[config.mk]
export PLATFORM = sky130hd
export DESIGN_NAME = camera_front_end_control_regs
export DESIGN_NICKNAME = d
export VERILOG_FILES = /design/src/rtl/camera_front_end_control_regs.v
export VERILOG_INCLUDE_DIRS = /design/src /design/src/rtl
export SDC_FILE = /design/constraint.sdc
export NUM_CORES = 1
export LEC_CHECK = 0
export ABC_AREA = 1
export BUFFER_PORTS_ARGS = -buffer_cell sky130_fd_sc_hd__buf_2
export CAP_MARGIN = 30
export CORE_UTILIZATION = 35
export DETAILED_ROUTE_END_ITERATION = 7
export HOLD_SLACK_MARGIN = 0.12
export SLEW_MARGIN = 5
export SYNTH_ARGS = -nofsm -noshare
export SYNTH_HDL_FRONTEND = slang
export SYNTH_SLANG_ARGS = --single-unit
export TNS_END_PERCENT = 20
[constraint.sdc]
create_clock -name clk_sys_i -period 7.6 [get_ports clk_sys_i]
set_input_delay 1.14 -clock clk_sys_i [delete_from_list [all_inputs] [get_ports clk_sys_i]]
set_output_delay 1.14 -clock clk_sys_i [all_outputs]
set_load 0.1 [all_outputs]
[src/rtl/cam_fe_regs_defines.vh]
/*
 * constants for the camera front end register bank: subsystem bases,
 * register offsets, field positions and reset values.
 * assumes byte addresses on a 32-bit word register port.
 */
`ifndef CAM_FE_REGS_DEFINES_VH
`define CAM_FE_REGS_DEFINES_VH

`define BASE_SENSOR_CTRL       13'h0400
`define BASE_PREVIEW           13'h0800
`define BASE_SCALER            13'h0c00
`define BASE_HISTOGRAM         13'h1000
`define BASE_STATS_3A          13'h1400
`define SUBMOD_SPAN            13'h0400

`define OFS_REVISION_CLASS_ID  13'h0400
`define OFS_CTRL_ENABLE_BUSY   13'h0404
`define OFS_SYNC_AND_MODE      13'h0408
`define OFS_GENERIC_FIRST      13'h040c
`define OFS_GENERIC_LAST       13'h0460
`define GENERIC_COUNT          22
`define OFS_SYNC_PULSE_WIDTHS  13'h040c
`define OFS_FRAME_PIXEL_LINES  13'h0410
`define OFS_HORIZONTAL_WINDOW  13'h0414
`define OFS_VERTICAL_START     13'h0418
`define OFS_VERTICAL_LINES     13'h041c
`define OFS_CULLING_PATTERN    13'h0420
`define OFS_MEMORY_LINE_SIZE   13'h0424
`define OFS_MEMORY_LINE_OFFSET 13'h0428
`define OFS_MEMORY_WRITE_ADDR  13'h042c
`define OFS_OPTICAL_BLACK      13'h0430
`define OFS_DC_OFFSET_SUB      13'h0434
`define OFS_SENSOR_COLOR       13'h0438
`define OFS_BLACK_LEVEL_COMP   13'h043c
`define OFS_DEFECT_CORRECTION  13'h0440
`define OFS_DEFECT_TABLE_ADDR  13'h0444
`define OFS_FRAME_IRQ_TIMING   13'h0448
`define OFS_COMPANDING         13'h044c
`define OFS_EMBEDDED_SYNC_IF   13'h0450
`define OFS_SENSOR_CONFIG      13'h0454
`define OFS_REFORMAT_CONFIG    13'h0458
`define OFS_REFORMAT_HORZ      13'h045c
`define OFS_REFORMAT_VERT      13'h0460
`define VIDEO_PORT_OUTPUT_RESET           32'h00000000
`define OFS_VIDEO_PORT_OUTPUT  13'h0494
`define OFS_IRQ_STATUS         13'h04f0
`define OFS_IRQ_MASK           13'h04f4

`define CTRL_ENABLE_BIT        0
`define CTRL_BUSY_BIT          1
`define SYNC_WMASK             32'h000f00ff
`define SYNC_RESET             32'h00000000
`define SYNC_TIMING_EN_BIT     16
`define SYNC_RAW_WRITE_BIT     17
`define SYNC_VP_TO_MEM_BIT     18
`define SYNC_FIELD_BIT         15

`define IRQ_BITS               3
`define IRQ_FRAME_START        0
`define IRQ_FRAME_END          1
`define IRQ_LINE_MATCH         2

`endif

[src/rtl/camera_front_end_control_regs.v]
/*
 * register bank and top control of the sensor input controller, plus the
 * subsystem select decode for the other front end engines.
 * assumes a one-cycle strobe register port, read data in the next cycle,
 * and sync/field/busy levels synchronous to clk_sys_i.
 */
// Contract
// - submodule bases 400h,800h,C00h,1000h,1400h
// - identification register read-only fixed constants
// - control bit0 enable, read/write, reset zero
// - control bit1 busy flag, read-only
// - interrupts still raised while disabled
// - sync/mode reserved zero, fields resettable
// - raw write gate latched at vertical sync
// - bit16 runs timing generator, drive/sync
// - bit15 reports field, odd 0 even 1
`include "cam_fe_regs_defines.vh"

// register map of the sensor controller window, byte offsets in subsystem space:
//   400 revision_class_id         read-only identification word
//   404 controller_enable_busy    bit0 enable, bit1 busy, rest zero
//   408 sync_and_mode             bits 19-16 and 7-0 stored, bit15 live field
//   40c sync_pulse_widths         plain word, feeds the timing generator
//   410 frame_pixel_line_counts   plain word, feeds the timing generator
//   414 horizontal_window         plain word
//   418 vertical_start_line       plain word
//   41c vertical_line_count       plain word
//   420 culling_pattern           plain word
//   424 memory_line_size          plain word
//   428 memory_line_offset        plain word
//   42c memory_write_address      plain word
//   430 optical_black_clamp       plain word
//   434 dc_offset_subtract        plain word
//   438 sensor_color_pattern      plain word
//   43c black_level_compensation  plain word
//   440 defect_pixel_correction   plain word
//   444 defect_table_address      plain word
//   448 frame_interrupt_timing    plain word, low bits give the match line
//   44c companding_setting        plain word
//   450 embedded_sync_interface   plain word
//   454 sensor_configuration      plain word
//   458 reformatter_config        plain word
//   45c reformatter_horizontal    plain word
//   460 reformatter_vertical      plain word
//   494 video_port_output         plain word
//   4f0 interrupt status          sticky events, cleared by reading it
//   4f4 interrupt mask            same layout as the status word
//
// limitations:
//   plain words are stored only, except 40c, 410 and 448, which also feed the timing generator and line match; their meaning lives in the datapath.
//   the enable bit gates nothing here: events keep coming while disabled,
//   so software that does not want them masks them further out.
//   a write and a clearing read never meet, the port has one strobe a cycle.

module camera_front_end_control_regs #(
  parameter [7:0] TYPE_CODE  = 8'h5a, // arbitrary value
  parameter [7:0] CLASS_CODE = 8'ha5, // arbitrary value
  parameter [7:0] REVISION   = 8'h3c, // arbitrary value
  parameter       LINE_BITS  = 12
) (
  input  wire                  clk_sys_i,
  input  wire                  rst_n_i,
  input  wire [12:0]           addr_i,
  input  wire [31:0]           wdata_i,
  input  wire                  wr_i,
  input  wire                  rd_i,
  output reg  [31:0]           rdata_o,
  output wire                  sel_sensor_ctrl_o,
  output wire                  sel_preview_o,
  output wire                  sel_scaler_o,
  output wire                  sel_histogram_o,
  output wire                  sel_stats_3a_o,
  input  wire                  ctrl_busy_i,
  input  wire                  field_even_i,
  input  wire                  vertical_sync_i,
  input  wire                  horizontal_sync_i,
  input  wire                  sync_dir_out_i,
  output wire                  controller_enable_o,
  output wire                  timing_generator_enable_o,
  output wire                  vertical_sync_o,
  output wire                  vertical_sync_oe_o,
  output wire                  horizontal_sync_o,
  output wire                  horizontal_sync_oe_o,
  output wire                  raw_write_enable_o,
  output wire                  video_port_to_memory_o,
  output wire [31:0]           sync_and_mode_o,
  output wire                  irq_o
);

  reg         enable_ff;
  reg  [31:0] sync_mode_ff;
  reg         raw_write_ff;
  reg         vp_mem_ff;
  reg  [31:0] generic_ff [0:21];
  reg  [31:0] video_port_output_ff;
  reg  [`IRQ_BITS-1:0] irq_stat_ff;
  reg  [`IRQ_BITS-1:0] irq_mask_ff;
  reg         vsync_d_ff;
  reg  [LINE_BITS-1:0] line_cnt_ff;
  reg  [LINE_BITS-1:0] hcnt_ff;
  reg  [LINE_BITS-1:0] vcnt_ff;
  reg  [31:0] nxt_rdata;
  wire [`IRQ_BITS-1:0] nxt_irq_stat;

  // address hits shared by the write decode and the status clear
  wire hit_ctrl     = (addr_i == `OFS_CTRL_ENABLE_BUSY);
  wire hit_sync     = (addr_i == `OFS_SYNC_AND_MODE);
  wire hit_video_port_output   = (addr_i == `OFS_VIDEO_PORT_OUTPUT);
  wire hit_irq_stat = (addr_i == `OFS_IRQ_STATUS);
  wire hit_irq_mask = (addr_i == `OFS_IRQ_MASK);

  // submodule window select, each a 1 KiB span
  assign sel_sensor_ctrl_o = (addr_i >= `BASE_SENSOR_CTRL) && (addr_i < `BASE_PREVIEW);
  assign sel_preview_o     = (addr_i >= `BASE_PREVIEW)     && (addr_i < `BASE_SCALER);
  assign sel_scaler_o      = (addr_i >= `BASE_SCALER)      && (addr_i < `BASE_HISTOGRAM);
  assign sel_histogram_o   = (addr_i >= `BASE_HISTOGRAM)   && (addr_i < `BASE_STATS_3A);
  assign sel_stats_3a_o    = (addr_i >= `BASE_STATS_3A)
                           && (addr_i < (`BASE_STATS_3A + `SUBMOD_SPAN));

  wire wr_sc = wr_i && sel_sensor_ctrl_o;
  wire rd_sc = rd_i && sel_sensor_ctrl_o;
  wire is_generic = (addr_i >= `OFS_GENERIC_FIRST) && (addr_i <= `OFS_GENERIC_LAST) && (addr_i[1:0] == 2'b00);
  wire [12:0] gen_rel = addr_i - `OFS_GENERIC_FIRST;
  wire [4:0]  gen_idx = gen_rel[6:2];

  // internal timing generator: free-running h/v counters from programmed line/frame sizes
  wire [LINE_BITS-1:0] h_total = generic_ff[1][LINE_BITS+15:16];
  wire [LINE_BITS-1:0] v_total = generic_ff[1][LINE_BITS-1:0];
  wire [LINE_BITS-1:0] h_wid   = generic_ff[0][LINE_BITS+15:16];
  wire [LINE_BITS-1:0] v_wid   = generic_ff[0][LINE_BITS-1:0];
  wire tg_on   = sync_mode_ff[`SYNC_TIMING_EN_BIT];
  wire h_wrap  = (hcnt_ff >= h_total);
  wire gen_vs  = tg_on && (vcnt_ff <= v_wid);
  wire gen_hs  = tg_on && (hcnt_ff <= h_wid);

  // when sync pins are inputs, the generator follows them; as outputs it drives them
  wire vs_in   = sync_dir_out_i ? gen_vs : vertical_sync_i;
  wire vs_rise = vs_in && !vsync_d_ff;
  wire vs_fall = !vs_in && vsync_d_ff;
  wire hs_in   = sync_dir_out_i ? gen_hs : horizontal_sync_i;
  wire hs_rise = hs_in && tg_on && (hcnt_ff != {LINE_BITS{1'b0}}) && !sync_dir_out_i;

  assign vertical_sync_o      = gen_vs;
  assign vertical_sync_oe_o   = tg_on && sync_dir_out_i;
  assign horizontal_sync_o    = gen_hs;
  assign horizontal_sync_oe_o = tg_on && sync_dir_out_i;

  // an incoming vertical sync restarts both counters so the generator locks to the pins
  wire tg_restart = !tg_on || (!sync_dir_out_i && vs_rise);

  // pixel counter within a line
  always @(posedge clk_sys_i) begin
    if (!rst_n_i) begin
      hcnt_ff <= {LINE_BITS{1'b0}};
    end else if (tg_restart) begin
      hcnt_ff <= {LINE_BITS{1'b0}};
    end else if (h_wrap || hs_rise) begin
      hcnt_ff <= {LINE_BITS{1'b0}};
    end else begin
      hcnt_ff <= hcnt_ff + 1'b1;
    end
  end

  // line counter within a frame; only the output mode wraps on its own
  always @(posedge clk_sys_i) begin
    if (!rst_n_i) begin
      vcnt_ff <= {LINE_BITS{1'b0}};
    end else if (tg_restart) begin
      vcnt_ff <= {LINE_BITS{1'b0}};
    end else if (h_wrap || hs_rise) begin
      if (vcnt_ff >= v_total && sync_dir_out_i) begin
        vcnt_ff <= {LINE_BITS{1'b0}};
      end else begin
        vcnt_ff <= vcnt_ff + 1'b1;
      end
    end
  end

  // control register: only the enable bit holds state, bit1 reads the live busy input, the rest reads back zero
  always @(posedge clk_sys_i) begin
    if (!rst_n_i) begin
      enable_ff <= 1'b0;
    end else if (wr_sc && hit_ctrl) begin
      enable_ff <= wdata_i[`CTRL_ENABLE_BIT];
    end
  end

  // sync/mode: reserved and read-only positions are dropped at the write
  always @(posedge clk_sys_i) begin
    if (!rst_n_i) begin
      sync_mode_ff <= `SYNC_RESET;
    end else if (wr_sc && hit_sync) begin
      sync_mode_ff <= wdata_i & `SYNC_WMASK;
    end
  end

  // video port output settings: a plain word
  always @(posedge clk_sys_i) begin
    if (!rst_n_i) begin
      video_port_output_ff <= `VIDEO_PORT_OUTPUT_RESET;
    end else if (wr_sc && hit_video_port_output) begin
      video_port_output_ff <= wdata_i;
    end
  end

  // interrupt mask, one bit per event
  always @(posedge clk_sys_i) begin
    if (!rst_n_i) begin
      irq_mask_ff <= {`IRQ_BITS{1'b0}};
    end else if (wr_sc && hit_irq_mask) begin
      irq_mask_ff <= wdata_i[`IRQ_BITS-1:0];
    end
  end

  // plain settings words; only 40c, 410 and 448 feed the timing generator and line match here
  integer i;
  always @(posedge clk_sys_i) begin
    if (!rst_n_i) begin
      for (i = 0; i < `GENERIC_COUNT; i = i + 1) begin
        generic_ff[i] <= 32'h00000000;
      end
    end else if (wr_sc && is_generic) begin
      generic_ff[gen_idx] <= wdata_i;
    end
  end

  // frame-latched copies: a change mid-frame must not tear the stored image
  // delayed vertical sync for the edge detect; idles low like the pin
  always @(posedge clk_sys_i) begin
    if (!rst_n_i) begin
      vsync_d_ff <= 1'b0;
    end else begin
      vsync_d_ff <= vs_in;
    end
  end

  always @(posedge clk_sys_i) begin
    if (!rst_n_i) begin
      raw_write_ff <= 1'b0;
      vp_mem_ff    <= 1'b0;
    end else if (vs_rise) begin
      raw_write_ff <= sync_mode_ff[`SYNC_RAW_WRITE_BIT];
      vp_mem_ff    <= sync_mode_ff[`SYNC_VP_TO_MEM_BIT];
    end
  end

  // lines since the last vertical sync, for the line match event
  always @(posedge clk_sys_i) begin
    if (!rst_n_i) begin
      line_cnt_ff <= {LINE_BITS{1'b0}};
    end else if (vs_rise) begin
      line_cnt_ff <= {LINE_BITS{1'b0}};
    end else if (hs_in && tg_on && hcnt_ff == {LINE_BITS{1'b0}}) begin
      line_cnt_ff <= line_cnt_ff + 1'b1;
    end
  end

  // events are raised regardless of the enable bit; gating belongs to software
  wire line_hit = (hcnt_ff == {LINE_BITS{1'b0}}) && tg_on
                && (line_cnt_ff == generic_ff[15][LINE_BITS-1:0]);
  wire [`IRQ_BITS-1:0] irq_evt = {line_hit, vs_fall, vs_rise};

  wire irq_clr = rd_sc && hit_irq_stat;

  // per event bit: an event beats a clearing read in the same cycle, so none is lost
  genvar b;
  generate
    for (b = 0; b < `IRQ_BITS; b = b + 1) begin : g_irq_bit
      assign nxt_irq_stat[b] = irq_evt[b] | (irq_stat_ff[b] & ~irq_clr);
    end
  endgenerate

  always @(posedge clk_sys_i) begin
    if (!rst_n_i) begin
      irq_stat_ff <= {`IRQ_BITS{1'b0}};
    end else begin
      irq_stat_ff <= nxt_irq_stat;
    end
  end

  assign irq_o = |(irq_stat_ff & irq_mask_ff);

  // read mux: one item per register; unmapped words and idle cycles read zero
  always @* begin
    nxt_rdata = 32'h00000000;
    if (rd_sc) begin
      case (addr_i)
        `OFS_REVISION_CLASS_ID: begin
          nxt_rdata = {8'h00, TYPE_CODE, CLASS_CODE, REVISION};
        end
        `OFS_CTRL_ENABLE_BUSY: begin
          nxt_rdata = {30'h00000000, ctrl_busy_i, enable_ff};
        end
        `OFS_SYNC_AND_MODE: begin
          nxt_rdata = (sync_mode_ff & `SYNC_WMASK) | ({31'h00000000, field_even_i} << `SYNC_FIELD_BIT);
        end
        `OFS_VIDEO_PORT_OUTPUT: begin
          nxt_rdata = video_port_output_ff;
        end
        `OFS_IRQ_STATUS: begin
          nxt_rdata = {{(32-`IRQ_BITS){1'b0}}, irq_stat_ff};
        end
        `OFS_IRQ_MASK: begin
          nxt_rdata = {{(32-`IRQ_BITS){1'b0}}, irq_mask_ff};
        end
        `OFS_SYNC_PULSE_WIDTHS:  nxt_rdata = generic_ff[0];
        `OFS_FRAME_PIXEL_LINES:  nxt_rdata = generic_ff[1];
        `OFS_HORIZONTAL_WINDOW:  nxt_rdata = generic_ff[2];
        `OFS_VERTICAL_START:     nxt_rdata = generic_ff[3];
        `OFS_VERTICAL_LINES:     nxt_rdata = generic_ff[4];
        `OFS_CULLING_PATTERN:    nxt_rdata = generic_ff[5];
        `OFS_MEMORY_LINE_SIZE:   nxt_rdata = generic_ff[6];
        `OFS_MEMORY_LINE_OFFSET: nxt_rdata = generic_ff[7];
        `OFS_MEMORY_WRITE_ADDR:  nxt_rdata = generic_ff[8];
        `OFS_OPTICAL_BLACK:      nxt_rdata = generic_ff[9];
        `OFS_DC_OFFSET_SUB:      nxt_rdata = generic_ff[10];
        `OFS_SENSOR_COLOR:       nxt_rdata = generic_ff[11];
        `OFS_BLACK_LEVEL_COMP:   nxt_rdata = generic_ff[12];
        `OFS_DEFECT_CORRECTION:  nxt_rdata = generic_ff[13];
        `OFS_DEFECT_TABLE_ADDR:  nxt_rdata = generic_ff[14];
        `OFS_FRAME_IRQ_TIMING:   nxt_rdata = generic_ff[15];
        `OFS_COMPANDING:         nxt_rdata = generic_ff[16];
        `OFS_EMBEDDED_SYNC_IF:   nxt_rdata = generic_ff[17];
        `OFS_SENSOR_CONFIG:      nxt_rdata = generic_ff[18];
        `OFS_REFORMAT_CONFIG:    nxt_rdata = generic_ff[19];
        `OFS_REFORMAT_HORZ:      nxt_rdata = generic_ff[20];
        `OFS_REFORMAT_VERT:      nxt_rdata = generic_ff[21];
        default:                 nxt_rdata = 32'h00000000;
      endcase
    end
  end

  always @(posedge clk_sys_i) begin
    if (!rst_n_i) begin
      rdata_o <= 32'h00000000;
    end else begin
      rdata_o <= nxt_rdata;
    end
  end

  assign controller_enable_o       = enable_ff;
  assign timing_generator_enable_o = tg_on;
  assign raw_write_enable_o        = raw_write_ff;
  assign video_port_to_memory_o    = vp_mem_ff;
  assign sync_and_mode_o           = sync_mode_ff;

endmodule // camera_front_end_control_regs

==> metrics.txt <==
Post-synth EDFFs=704; R2R cell count=15; # diodes=0; max-cap viol count=0; critical-path cell list=buf_2 -> nor2_1 -> and3_1 -> nand4_1 -> nor2_1 -> nand2_1 -> buf_4 -> nand2_1 -> buf_4; Pwr per Cell Area=233 nW/um^2; final setup vio count=0; H-tree Lvls=3; top-count cell post-synth=nand2_1; FP Rows=120; initial antenna violation count=3; Mapped Area=37900 sq um; Hold Path Depth=2; final worst setup slack=2.77 ns; maximum VDD drop=0.000182 V; number of synthesized register bits=826; Top Metal Used=met4; largest net degree at the start of global routing=52; Critical path origin=addr_i[12]; Post-synth top flop=edfxtp_1; Filler cells=10510; Yosys cell types=39; Critical Path AT=5.16 ns; Final period util=0.636; worst r2r src=generic_ff[0][11]; Tightest Pin Transition=0.995 ns; fmax=0.207 GHz; met3 WL=13600 um; Total GRT Usage=0.234; number of placed I/O pins=132; Clk Tree Root Cell=clkbuf_16; CP max stage delay=0.86 ns; Fin Clk Skew=0.0293 ns; die area=110000 sq um; area delta synth->final=14.9%; setup tns final=0 ns; Port-buffer cells=111; Max Transition Viols Final=0; fin util=0.406; worst skew pair latency=0.67 ns; WL per Instance=22.8 um; reg2reg setup slack=4.88 ns; fin cells=5741; hold_buf cts=0; DP Cell Count=5565; Post-synth ARST share=0; core area=107000 sq um; Mean Syn Cell Area=9.08 sq um; DR pass1 iterations=6; critical path type=input port to register; Data required, critical path=7.93 ns; Synth area leaders=edfxtp_1, nand2_1, nor2_1, dfxtp_1, nand3_1; TritonCTS buffer count=90; Die Y=331 um; Place WS=2.25 ns; CP Capture Type=register; share of layout cells above drive strength 1=0.0941; Synth Instances=4177; drc violations=0; WL met2=58200 um; first-pass GRT wire length=186000 um; via density per instance=5.22; fin crit period=4.83 ns; slowest stage cell, crit path=and3_1; Multi-input gate area=12400 sq um; clk buf depth=3; outcome=completed; Slew HR=0.337; met1 wire length=55100 um; Final ANT Viol Nets=0; unrepaired setup endpoints after global routing=no; Hold WS=0.457 ns; Post-synth top cells=nand2_1, nor2_1, edfxtp_1; Detail Placement HPWL=89300 um; initial core utilization=0.354; CTS tree=built; HP Start=video_port_output_ff[9]; Die Width=331 um; number of global-route vias before repair=27333; 1st-iter DRT viols=4120; DR vias=29951; final WL=131000 um; Reg clk slew, reported paths=0.06 ns; Leakage=18.3 nW; critical path fanouts, max=21; postcts setup bufs=0; routability cong.=0.967; synth warn=0; # clock sinks=826; gr ovfl total=0; r2r endpoint=line_cnt_ff[1]; Synth top area share=0.557; final hold viol count=0; Yosys top cell by area=edfxtp_1; # nets final=4366; min-delay worst type=register to register; Post-CTS Resized=0; FF/Latch Area=23600 sq um; Seq/Total Area, Yosys=0.622; CP Launch Type=input port; WHS Endpoint=video_port_output_ff[9]
==> kinds of logic after synthesis <==
family / synth area share
AND/OR/NAND/NOR: 0.268
flip-flops: 0.622
buffers and inverters: 0.0549
AO/OA/AOI/OAI: 0.0312
adder cells (fa/ha/maj): 0.0172
XOR/XNOR: 0.00624
other: 0.0000989
==> per-stage QoR <==
step / instance area (sq um) / power, mW
global placement: 39900 / 5.65
finish: 43600 / 10.2
detailed placement: 40400 / 5.68
floorplan: 38000 / 5.47
global route: 43600 / 10.4
CTS: 43500 / 10.2
==> report_power, final <==
group | switching, mW | leakage [nW] | total (mW) | internal (mW)
Sequential | 0.0654 | 7.66 | 5.16 | 5.10
Combinational | 0.364 | 9.13 | 0.438 | 0.0739
Clock | 1.88 | 1.51 | 4.57 | 2.70
==> cells in the final DEF (no fill, tap or decap), drive strengths merged, types with 8 or more instances in the layout <==
| master | Yosys | layout |
|---|---|---|
| buf | 88 | 222 |
| clkbuf | 162 | 132 |
| nand2 | 1151 | 1151 |
| o22ai | 16 | 16 |
| nor3 | 30 | 30 |
| dfxtp | 122 | 122 |
| ha | 52 | 52 |
| nand3 | 203 | 203 |
| conb | 1 | 20 |
| xor2 | 19 | 19 |
| inv | 258 | 261 |
| o21ai | 88 | 88 |
| edfxtp | 704 | 704 |
| clkinv | 5 | 29 |
| xnor2 | 8 | 8 |
| a21oi | 85 | 85 |
| nand4 | 78 | 78 |
| a31oi | 17 | 17 |
| bufinv | 0 | 10 |
| nor2 | 1067 | 1067 |
==> flip-flops by register name (all words and copies together) (netlist names) <==
name                    flops
generic_ff                704
rdata_o                    32
video_port_output_ff       32
hcnt_ff                    12
line_cnt_ff                12
sync_and_mode_o            12
vcnt_ff                    12
irq_mask_ff                 3
irq_stat_ff                 3
controller_enable_o         1
raw_write_enable_o          1
video_port_to_memory_o      1
vsync_d_ff                  1
==> critical path: cells and delay by family <==
family,cells,cell delay (ns)
buffers and inverters,3,0.94
AND/OR/NAND/NOR,6,3.02
==> per-layer routing <==
layer	vias up	GRT usage
met4	0	0.0711
met1	14449	0.329
li1	13724	-
met3	209	0.0465
met2	1569	0.365
met5	-	0
==> worst max-delay path by stage <==
stage                                    end  slack (ns)  cells after the start
floorplan                  sel_sensor_ctrl_o        2.93                      3
global placement           generic_ff[3][11]        2.30                      9
detailed placement  video_port_output_ff[14]        2.25                      9
CTS                        generic_ff[3][22]        2.94                      9
global route        video_port_output_ff[14]        2.64                      9
finish                     generic_ff[3][11]        2.77                      9
==> layout make-up <==
type                            instances  area share
Clock buffer                          132      0.0588
Tap cell                             1403      0.0403
Timing Repair Buffer                  222      0.0410
Inverter                              263      0.0227
Multi-Input combinational cell       2857       0.284
Clock inverter                         38      0.0121
Sequential cell                       826       0.541
Note: power is estimated with default switching activity, not from simulation.
